<file path="src/verilog/ssp_pkg.sv">
/*
  ssp_pkg: shared types and constants for the serial port block.
  Assumes one system clock of 50 MHz and a synchronous active-low reset.
*/
package ssp_pkg;

  localparam int unsigned CLK_PERIOD_NS = 20;

  // rate select codes
  localparam logic [1:0] RATE_DIV2 = 2'h0;
  localparam logic [1:0] RATE_DIV4 = 2'h1;
  localparam logic [1:0] RATE_DIV16 = 2'h2;
  localparam logic [1:0] RATE_DIV32 = 2'h3;

  // half of each divisor, in system clocks
  localparam logic [3:0] HALF_DIV2 = 4'h1;
  localparam logic [3:0] HALF_DIV4 = 4'h2;
  localparam logic [3:0] HALF_DIV16 = 4'h8;
  localparam logic [3:0] HALF_DIV32 = 4'h0;  // wraps: sixteen clocks

  localparam logic [2:0] LAST_BIT = 3'h7;
  localparam logic [2:0] FIRST_BIT = 3'h0;
  localparam logic [7:0] DATA_RESET = 8'h00;

  // indices of the synchronised pins
  localparam int unsigned SYN_SS = 0;
  localparam int unsigned SYN_SCK = 1;
  localparam int unsigned SYN_MISO = 2;
  localparam int unsigned SYN_MOSI = 3;
  localparam logic [3:0] SYN_RESET = 4'hF;  // all lines idle high

  // serial control register contents
  typedef struct packed {
    logic irq_enable;
    logic system_enable;
    logic master_select;
    logic clock_polarity;
    logic clock_phase;
    logic [1:0] rate_select;  // {rate_select_high, rate_select_low}
  } ssp_ctrl_t;

  localparam ssp_ctrl_t CTRL_RESET = '0;

  // serial status register contents
  typedef struct packed {
    logic transfer_done_flag;
    logic write_collision_flag;
    logic mode_fault_flag;
  } ssp_status_t;

  // pin drive: level and enable for each shared line
  typedef struct packed {
    logic sck_o;
    logic sck_oe;
    logic mosi_o;
    logic mosi_oe;
    logic miso_o;
    logic miso_oe;
  } ssp_pins_t;

endpackage

</file>
<file path="src/verilog/ssp_port.sv">
/*
  ssp_port: byte-wide full-duplex serial port, master or slave.
  Assumes: pins arrive asynchronously and are synchronised here; the
  register strobes are one-cycle pulses from logic on clk_sys; the
  surrounding pad logic resolves each line from its output enable.
*/
`timescale 1ns/1ps

module ssp_port
(
  input wire logic clk_sys,
  input wire logic rstn,
  input wire logic ctrl_wr,
  input wire ssp_pkg::ssp_ctrl_t ctrl_wdata,
  output ssp_pkg::ssp_ctrl_t ctrl_rdata,
  input wire logic status_rd,
  output ssp_pkg::ssp_status_t status,
  input wire logic data_wr,
  input wire logic data_rd,
  input wire logic [7:0] data_wdata,
  output logic [7:0] data_rdata,
  output logic irq,
  input wire logic ss_n_i,
  input wire logic sck_i,
  input wire logic miso_i,
  input wire logic mosi_i,
  output ssp_pkg::ssp_pins_t pins
);
  import ssp_pkg::*;

  function automatic logic [3:0] half_period(input logic [1:0] rate);
    if (rate == RATE_DIV2)
      half_period = HALF_DIV2;
    else if (rate == RATE_DIV4)
      half_period = HALF_DIV4;
    else if (rate == RATE_DIV16)
      half_period = HALF_DIV16;
    else
      half_period = HALF_DIV32;
  endfunction

  ssp_ctrl_t ctrl_q;
  ssp_status_t stat_q;
  logic [3:0] sync1_q;
  logic [3:0] sync2_q;
  logic sck_prev_q;
  logic [7:0] shift_q;
  logic [7:0] rbuf_q;
  logic out_q;
  logic in_bit_q;
  logic [2:0] bits_q;
  logic half_q;       // between leading and trailing edge
  logic run_q;
  logic act_q;        // master clock at its active level
  logic [3:0] div_q;
  logic done_arm_q;
  logic write_collision_flag_arm_q;
  logic mode_fault_flag_arm_q;

  // decode
  wire en = ctrl_q.system_enable;
  wire is_master = en && ctrl_q.master_select;
  wire is_slave = en && !ctrl_q.master_select;
  wire ss_low = !sync2_q[SYN_SS];
  wire sck_act = sync2_q[SYN_SCK] ^ ctrl_q.clock_polarity;
  wire sck_act_prev = sck_prev_q ^ ctrl_q.clock_polarity;
  wire selected = is_slave && ss_low;
  wire in_bit = is_master ? sync2_q[SYN_MISO] : sync2_q[SYN_MOSI];
  wire m_tick = run_q && (div_q == half_period(ctrl_q.rate_select) - 4'h1);
  wire m_lead = is_master && m_tick && !act_q;
  wire m_trail = is_master && m_tick && act_q;
  // select gates the slave clock in both phases
  wire s_lead = selected && sck_act && !sck_act_prev;
  wire s_trail = selected && !sck_act && sck_act_prev && half_q;
  wire lead = m_lead || s_lead;
  wire trail = m_trail || s_trail;
  wire done_evt = trail && (bits_q == LAST_BIT);
  // a phase 0 slave is busy for all the time it is selected
  wire s_busy = selected && (!ctrl_q.clock_phase || half_q
                || bits_q != FIRST_BIT);
  wire busy = run_q || s_busy;
  wire inhibit = stat_q.transfer_done_flag && !done_arm_q;
  wire wr_ok = data_wr && !busy && !inhibit;
  wire wr_coll = data_wr && busy;
  wire mode_fault_flag_evt = is_master && ss_low;
  wire data_acc = data_wr || data_rd;
  wire [7:0] shift_in = {shift_q[6:0],
                         ctrl_q.clock_phase ? in_bit : in_bit_q};

  // pin synchronisers; first stage feeds only the second
  always_ff @(posedge clk_sys)
  begin
    if (!rstn)
    begin
      sync1_q <= SYN_RESET;
      sync2_q <= SYN_RESET;
      sck_prev_q <= SYN_RESET[SYN_SCK];
    end
    else
    begin
      sync1_q <= {mosi_i, miso_i, sck_i, ss_n_i};
      sync2_q <= sync1_q;
      sck_prev_q <= sync2_q[SYN_SCK];
    end
  end

  // control register; mode fault drops enable and master
  always_ff @(posedge clk_sys)
  begin
    if (!rstn)
      ctrl_q <= CTRL_RESET;
    else if (mode_fault_flag_evt)
    begin
      ctrl_q.system_enable <= 1'b0;
      ctrl_q.master_select <= 1'b0;
    end
    else if (ctrl_wr)
      ctrl_q <= ctrl_wdata;
  end

  // master bit-rate divider; rate ignored in slave mode
  always_ff @(posedge clk_sys)
  begin
    if (!rstn || !run_q || m_tick)
      div_q <= 4'h0;
    else
      div_q <= div_q + 4'h1;
  end

  // master sequencer: idle clock at polarity, eight cycles per write
  always_ff @(posedge clk_sys)
  begin
    if (!rstn || !is_master)
    begin
      run_q <= 1'b0;
      act_q <= 1'b0;
    end
    else if (wr_ok)
      run_q <= 1'b1;
    else if (m_tick)
    begin
      act_q <= !act_q;
      if (done_evt)
        run_q <= 1'b0;
    end
  end

  // shared shift engine, msb first, one register both ways
  always_ff @(posedge clk_sys)
  begin
    if (!rstn)
    begin
      shift_q <= DATA_RESET;
      out_q <= 1'b0;
      in_bit_q <= 1'b0;
      bits_q <= FIRST_BIT;
      half_q <= 1'b0;
    end
    else if (wr_ok)
    begin
      shift_q <= data_wdata;
      out_q <= data_wdata[7];
      bits_q <= FIRST_BIT;
      half_q <= 1'b0;
    end
    else if (is_slave && !ss_low)
    begin
      // deselect aborts a partial byte and realigns the slave
      bits_q <= FIRST_BIT;
      half_q <= 1'b0;
      out_q <= shift_q[7];
    end
    else if (lead)
    begin
      half_q <= 1'b1;
      if (ctrl_q.clock_phase)
        out_q <= shift_q[7];
      else
        in_bit_q <= in_bit;
    end
    else if (trail)
    begin
      half_q <= 1'b0;
      shift_q <= shift_in;
      bits_q <= bits_q + 3'h1;
      if (!ctrl_q.clock_phase)
        out_q <= shift_q[6];
    end
    else if (!busy)
      out_q <= shift_q[7];
  end

  // read buffer takes the byte unless it would overrun
  always_ff @(posedge clk_sys)
  begin
    if (!rstn)
      rbuf_q <= DATA_RESET;
    else if (done_evt && !stat_q.transfer_done_flag)
      rbuf_q <= shift_in;
  end

  // status flags: set wins over clear
  always_ff @(posedge clk_sys)
  begin
    if (!rstn)
    begin
      stat_q <= '0;
      done_arm_q <= 1'b0;
      write_collision_flag_arm_q <= 1'b0;
      mode_fault_flag_arm_q <= 1'b0;
    end
    else
    begin
      if (done_evt)
        stat_q.transfer_done_flag <= 1'b1;
      else if (done_arm_q && data_acc)
        stat_q.transfer_done_flag <= 1'b0;
      if (wr_coll)
        stat_q.write_collision_flag <= 1'b1;
      else if (write_collision_flag_arm_q && data_acc)
        stat_q.write_collision_flag <= 1'b0;
      if (mode_fault_flag_evt)
        stat_q.mode_fault_flag <= 1'b1;
      else if (mode_fault_flag_arm_q && ctrl_wr)
        stat_q.mode_fault_flag <= 1'b0;
      if (done_evt || data_acc)
        done_arm_q <= 1'b0;
      else if (status_rd && stat_q.transfer_done_flag)
        done_arm_q <= 1'b1;
      if (wr_coll || data_acc)
        write_collision_flag_arm_q <= 1'b0;
      else if (status_rd && stat_q.write_collision_flag)
        write_collision_flag_arm_q <= 1'b1;
      if (mode_fault_flag_evt || ctrl_wr)
        mode_fault_flag_arm_q <= 1'b0;
      else if (status_rd && stat_q.mode_fault_flag)
        mode_fault_flag_arm_q <= 1'b1;
    end
  end

  // pin directions follow mode while enabled
  // one driver for the whole pin struct
  assign pins = '{
    sck_o: act_q ^ ctrl_q.clock_polarity,
    sck_oe: is_master,
    mosi_o: out_q,
    mosi_oe: is_master,
    miso_o: out_q,
    miso_oe: selected
  };

  assign ctrl_rdata = ctrl_q;
  assign status = stat_q;
  assign data_rdata = rbuf_q;
  assign irq = ctrl_q.irq_enable
               && (stat_q.transfer_done_flag || stat_q.mode_fault_flag);

  // master slowest rate: 15 quiet cycles between ticks
  property p_rate;
    @(posedge clk_sys) disable iff (!rstn)
    m_tick && ctrl_q.rate_select == RATE_DIV32 && !done_evt
    |=> !m_tick [*8] ##1 !m_tick [*7] ##1 m_tick;
  endproperty
  a_rate: assert property (p_rate)
    else $error("slow master clock half period wrong");

  property p_fastest;
    @(posedge clk_sys) disable iff (!rstn)
    m_lead && ctrl_q.rate_select == RATE_DIV2 |=> m_trail;
  endproperty
  a_fastest: assert property (p_fastest)
    else $error("fastest master clock not half system clock");

  property p_mode_fault_flag;
    @(posedge clk_sys) disable iff (!rstn)
    mode_fault_flag_evt |=> stat_q.mode_fault_flag && !en && !pins.sck_oe;
  endproperty
  a_mode_fault_flag: assert property (p_mode_fault_flag)
    else $error("mode fault did not drop to slave");

  property p_sck_idle;
    @(posedge clk_sys) disable iff (!rstn)
    is_master && !run_q |-> pins.sck_o == ctrl_q.clock_polarity;
  endproperty
  a_sck_idle: assert property (p_sck_idle)
    else $error("master clock not at idle level");

  property p_miso_float;
    @(posedge clk_sys) disable iff (!rstn)
    sync2_q[SYN_SS] || !en || ctrl_q.master_select |-> !pins.miso_oe;
  endproperty
  a_miso_float: assert property (p_miso_float)
    else $error("data-in line driven while not selected");

  property p_master_pins;
    @(posedge clk_sys) disable iff (!rstn)
    is_master |-> pins.mosi_oe && pins.sck_oe && !pins.miso_oe;
  endproperty
  a_master_pins: assert property (p_master_pins)
    else $error("master pin directions wrong");

  property p_write_collision_flag;
    @(posedge clk_sys) disable iff (!rstn)
    wr_coll && !trail |=> stat_q.write_collision_flag && $stable(shift_q);
  endproperty
  a_write_collision_flag: assert property (p_write_collision_flag)
    else $error("collided write disturbed transfer");

  property p_done;
    @(posedge clk_sys) disable iff (!rstn)
    done_evt |=> stat_q.transfer_done_flag && bits_q == FIRST_BIT;
  endproperty
  a_done: assert property (p_done)
    else $error("done flag not set after eighth bit");

  property p_overrun;
    @(posedge clk_sys) disable iff (!rstn)
    done_evt && stat_q.transfer_done_flag |=> $stable(rbuf_q);
  endproperty
  a_overrun: assert property (p_overrun)
    else $error("overrun byte reached the read buffer");

  property p_inhibit;
    @(posedge clk_sys) disable iff (!rstn)
    data_wr && inhibit && !busy |=> $stable(shift_q) && !run_q;
  endproperty
  a_inhibit: assert property (p_inhibit)
    else $error("write accepted before status read");

endmodule // ssp_port

</file>
<file path="config.mk">
export PLATFORM = sky130hd
export DESIGN_NAME = ssp_port
export DESIGN_NICKNAME = d
export VERILOG_FILES = /design/src/verilog/ssp_pkg.sv /design/src/verilog/ssp_port.sv
export SDC_FILE = /design/constraint.sdc
export NUM_CORES = 1
export LEC_CHECK = 0
export BUFFER_PORTS_ARGS = -buffer_cell sky130_fd_sc_hd__buf_2
export CORE_MARGIN = 2
export CORE_UTILIZATION = 53
export DETAILED_ROUTE_END_ITERATION = 10
export GPL_TIMING_DRIVEN = 0
export HOLD_SLACK_MARGIN = 0.12
export PLACE_DENSITY = 0.88
export SETUP_SLACK_MARGIN = 0.05
export SLEW_MARGIN = 20
export SYNTH_ARGS = -nofsm -noshare
export SYNTH_HDL_FRONTEND = slang
export SYNTH_SLANG_ARGS = --single-unit
</file>
<file path="constraint.sdc">
create_clock -name clk_sys -period 3.6 [get_ports clk_sys]
set_clock_uncertainty 0.1 [all_clocks]
set_input_delay 0.72 -clock clk_sys [delete_from_list [all_inputs] [get_ports clk_sys]]
set_output_delay 0.72 -clock clk_sys [all_outputs]
set_load 0.01 [all_outputs]
</file>
Yosys cells after proc, flatten, opt, wreduce, memory -nomap -nowiden --
Cells that the tools add are included.
Word-level totals: register bits after elaboration 50, latch bits 0, memory bits (writable) 0, memory bits (read-only) 0, input bits 25, output and inout bits 25, word-level logic and storage cells 147, memories kept 0
Operators by class: $add $sub $neg 3, multiply operators 0, divide/modulo/power cells 0, order comparisons 0, eq/ne operators 9, shifts and indexed selects 0, multiplexer cells 27, bitwise gates (word level) 9, reductions and logical operators 75
Operators with widths (number):
- two-way mux 8 bit | 4
- logical AND 1 bit | 28
- two-way mux 1 bit | 20
- nonzero test 2 bit | 7
- zero test 1 bit | 13
- logical OR 1 bit | 13
- two-way mux 4 bit | 3
- inequality test 5 x 3 -> 1 bit (second input constant) | 2
- AND reduction 2 bit | 4
- OR reduction 2 bit | 4
- inverter 1 bit | 6
- AND reduction 3 bit | 2
- adder 4 x 1 -> 4 bit (second input constant) | 1
- == test 4 bit | 1
- inequality test 4 x 2 -> 1 bit (second input constant) | 1
- AND reduction 4 bit | 1
- subtractor 4 x 1 -> 4 bit (second input constant) | 1
- adder 3 x 1 -> 3 bit (second input constant) | 1
- == test 3 bit (second input constant) | 1
- nonzero test 3 bit | 1
- OR reduction 3 bit | 1
- XOR 1 bit | 3
- == test 2 x 1 -> 1 bit (second input constant) | 1
- == test 2 bit (second input constant) | 1
- other kinds (3) | 3

Longest topological paths before layout --
word-level depth 14, depth in mapped cells 9, gate-level depth less buffers 8

Worst setup path after synthesis --
Ideal clock, no wire load.
path kind register to register, from register ctrl_q (netlist bit ctrl_rdata[0]), to register out_q, library setup time 123 ps, arrival time 2448 ps, required time 3377 ps, slack 929 ps, cell stages (with the launch flop) 9, path buffers 0, clock period less this slack 2671 ps, path through dfxtp_1 or2b_1 ha_1 xnor2_1 nor4b_4 nand3_1 o21a_1 a221oi_1 mux2_1
Between the ends: word-level cells in the longest chain between the ends 14, elaborated cells between the ends (all ways) 22
RTL lines:
- start: declaration | RTL line ssp_port.sv:42 | ssp_ctrl_t ctrl_q;
- start signal: assignment | RTL line ssp_port.sv:118 | ctrl_q <= ctrl_wdata;
- == test 2 bit | RTL line ssp_port.sv:36 | else if (rate == RATE_DIV16)
- two-way mux 4 bit | RTL line ssp_port.sv:36
- two-way mux 4 bit | RTL line ssp_port.sv:34 | else if (rate == RATE_DIV4)
- two-way mux 4 bit * | RTL line ssp_port.sv:32 | if (rate == RATE_DIV2)
- subtractor 4 x 1 -> 4 bit * | RTL line ssp_port.sv:69 | wire m_tick = run_q && (div_q == half_period(ctrl_q.rate_select) - 4'h1);
- == test 4 bit * | RTL line ssp_port.sv:69
- logical AND 1 bit * | RTL line ssp_port.sv:69
- logical AND 1 bit * | RTL line ssp_port.sv:70, ssp_port.sv:71
- logical AND 1 bit | RTL line ssp_port.sv:71 | wire m_trail = is_master && m_tick && act_q;
- logical OR 1 bit | RTL line ssp_port.sv:76 | wire trail = m_trail || s_trail;
- two-way mux 1 bit | RTL line ssp_port.sv:181 | else if (trail)
- two-way mux 1 bit | RTL line ssp_port.sv:173 | else if (lead)
- two-way mux 1 bit | RTL line ssp_port.sv:166 | else if (is_slave && !ss_low)
- two-way mux 1 bit | RTL line ssp_port.sv:159 | else if (wr_ok)
- end signal: assignment | RTL line ssp_port.sv:162 | out_q <= data_wdata[7];
- end signal: assignment | RTL line ssp_port.sv:171 | out_q <= shift_q[7];
- end signal: assignment | RTL line ssp_port.sv:177 | out_q <= shift_q[7];
- end: declaration | RTL line ssp_port.sv:49 | logic out_q;
Mark *: on every way between the ends. The rest lies on a longest branch, timed or not. A chain may end at the register's enable or synchronous reset.

Final worst setup path --
from register ctrl_q (netlist bit ctrl_rdata[1]), to register run_q
Between the ends: word-level cells in the longest chain between the ends 13, elaborated cells between the ends (all ways) 16
RTL lines:
- == test 2 bit | RTL line ssp_port.sv:36
- two-way mux 4 bit | RTL line ssp_port.sv:36
- two-way mux 4 bit | RTL line ssp_port.sv:34
- two-way mux 4 bit * | RTL line ssp_port.sv:32
- subtractor 4 x 1 -> 4 bit * | RTL line ssp_port.sv:69
- == test 4 bit * | RTL line ssp_port.sv:69
- logical AND 1 bit * | RTL line ssp_port.sv:69
- logical AND 1 bit (2 in a row) | RTL line ssp_port.sv:71
- logical OR 1 bit | RTL line ssp_port.sv:76
- logical AND 1 bit | RTL line ssp_port.sv:77 | wire done_evt = trail && (bits_q == LAST_BIT);
- nonzero test 2 bit (no line)
- AND reduction 2 bit (no line) *
- end signal: assignment | RTL line ssp_port.sv:135 | run_q <= 1'b0;
- end signal: assignment | RTL line ssp_port.sv:139 | run_q <= 1'b1;
- end signal: assignment | RTL line ssp_port.sv:144 | run_q <= 1'b0;
- end: declaration | RTL line ssp_port.sv:53 | logic run_q;
Marked as above.

==> flow_summary.ini <==
[timing]
timing.final.crit_share = 0.7871
relSlewSlack = 0.5991
fin_crit_ps = 2834
hold_violations = 0
setup_violations = 0
max_freq_mhz = 352.9
tightest_slew_ps = 597.3
setup_tns_ps = 0
whs_ps = 312.0
drv_slew = 0
rsz0062_at_grt = false
worst_slack_ps = 766.3

[worst_hold_path]
hp-start = sync1_q[0]
hp-class = reg2reg
hold_depth = 1
whs_endpoint = sync2_q[0]

[clock_tree]
cts_tree = built
htreeDepth = 2
clockBufferDepth = 2
post_cts_buffers = 0
insertion_delay_ps = 310
cts_made_buffers = 5
clkSinkCount = 50
ctsHoldBuffers = 0
clockRootBuffer = clkbuf_8
clk_pin_slew_ps = 90
ctsResizeCount = 0

[worst_setup_path]
r2r-end = run_q
critPathArrivalTime_ps = 2920
worstSetupPathType = reg2reg
crit_chain = or2_2 > ha_1 > xnor2_1 > nor4b_4 > nand4_4 > and2_1 > clkbuf_1 > o31ai_1 > a21oi_1
rrSetupSlack_ps = 770
cp-end-kind = flop
path_max_fanout = 10
max_stage_delay_ps = 370
reg2reg_from = ctrl_rdata[1]
worst_ep_required_time_ps = 3680
cp_slowest_cell = dfxtp_1
worstRegToRegCells = 9
worstSetupStartpointType = flop

[die]
die_h_um = 68.20
die-area_um2 = 4651
ios = 50
core_um2 = 3971
die_w_um = 68.20
start_util = 0.5501
rows = 23

[placement]
hpwl_mm = 3.468
place_area_um2 = 2487
dp_slack_ps = 776.8
gp_congestion = 0.7844
portBuffers = 48
placed_cells = 334

[drt]
wire_per_inst_um = 13.44
drt_pass1_iterations = 4
dr.first_iter.drc_count = 88
via_per_inst = 5.363
ant_nets = 0
drt_wl_total_mm = 4.597
vias = 1834
drcViolationCount = 0

[logic_synthesis]
synthArstFlopShare = 0
yosys_register_bits = 50
synthCells = 236
ys_warn_count = 0
seq_area_frac_synth = 0.4582
synthTopCellsByArea = dfxtp_1 46%, mux2i_1 7.3%, nor2_1 5.5%
synthTopCellsByCount = 50 x dfxtp_1, 32 x nor2_1, 16 x mux2i_1
synth_top_cell_by_area = dfxtp_1
syn_area_um2 = 2185
syn_nets = 266
synth_ff_type = dfxtp_1
yosysTopAreaCellShare = 0.4582
syn_avg_cell_area_um2 = 9.257
synth_cell_types = 45
yosysMostFrequentCell = dfxtp_1
synth_edf_count = 0

[global_routing]
antenna_found_initial = 0
track_usage = 0.2133
grt_overflow = 0
grt_pass1_wl_mm = 7.403
grt_max_degree = 16
grt_pass1_vias = 1697

[power]
power_density_nw_per_um2 = 386.3
leakagePower_nw = 1.099
vdd_drop_max_mv = 0.2432
power_mw = 0.9943

[run]
drv_cap = 0

[status]
outcome = completed

[cells_and_area]
nets = 321
drive_gt1_frac = 0.2363
fin_cells = 342
diodes = 0
utilization = 0.6481
stdcell_area_um2 = 2574
syn2layout_area_growth_pct = 17.81
[state kept, by name (all words and copies together), names as in the netlist, 3 cells and up]
signal,flops
data_rdata,8
shift_q,8
ctrl_rdata,6
div_q,4
sync1_q,4
sync2_q,4
bits_q,3
status,3
[worst max-delay path by stage]
stage	from	endpoint	slack [ps]	cells after the start
after floorplan	ctrl_rdata[0]	out_q	930	8
after global placement	ctrl_rdata[1]	out_q	780	8
after detailed placement	ctrl_rdata[1]	data_rdata[7]	780	8
after CTS	ctrl_rdata[1]	out_q	750	8
after global routing	ctrl_rdata[0]	out_q	610	8
final	ctrl_rdata[1]	run_q	770	9
[metal layers]
| metal | routed length [um] | global-route usage |
|---|---|---|
| met5 | 0 | 0 |
| met4 | 72 | 0.09250 |
| met1 | 2120 | 0.2709 |
| met2 | 2129 | 0.3544 |
| met3 | 275 | 0.03783 |
[cells by family after synthesis]
logic type | count (synthesis) | synth area share
mux | 17 | 0.07846
flops | 50 | 0.4582
simple gates | 86 | 0.2079
buf+inv | 23 | 0.05040
fa+ha+maj | 5 | 0.02864
compound gates | 48 | 0.1483
xor+xnor | 7 | 0.02806
[cell type report]
class / instances / area, um2
Sequential cell: 50 / 1001
Tap cell: 50 / 62.56
Inverter: 10 / 37.54
Buffer: 13 / 72.57
Clock inverter: 2 / 13.76
Timing Repair Buffer: 48 / 240.2
Fill cell: 332 / 1398
Multi-Input combinational cell: 163 / 1074
Clock buffer: 6 / 72.57
[placed cells by master (no fill, tap or decap), drive strengths merged, types with 2 or more instances in the layout]
master and n:
a211oi 5, a21oi 13, a22oi 5, a311oi 2
a31oi 2, and2 2, buf 55, clkbuf 12
clkinv 2, dfxtp 50, ha 5, inv 10
mux2i 16, nand2 14, nand2b 12, nand3 8
nor2 32, nor3 3, o21a 2, o21ai 10
o221ai 2, o22ai 2, or2 3, xnor2 3
xor2 4
[report_power, final]
| part | total [mW] | switching, mW | internal, mW | leakage [nW] |
|---|---|---|---|---|
| Sequential | 0.584 | 0.0151 | 0.569 | 0.408 |
| Combinational | 0.0916 | 0.0484 | 0.0432 | 0.645 |
| Clock | 0.318 | 0.181 | 0.137 | 0.0452 |
| Total | 0.994 | 0.245 | 0.750 | 1.10 |
[worst max-delay path, delay by kind of cell (launching register included)]
family	cells	cell delay (ps)
AND/OR/NAND/NOR	4	1070
flip-flops	1	370
buffers and inverters	1	270
AO/OA/AOI/OAI	2	410
adder cells (fa/ha/maj)	1	300
XOR/XNOR	1	180
(Power assumes the default switching activity.)
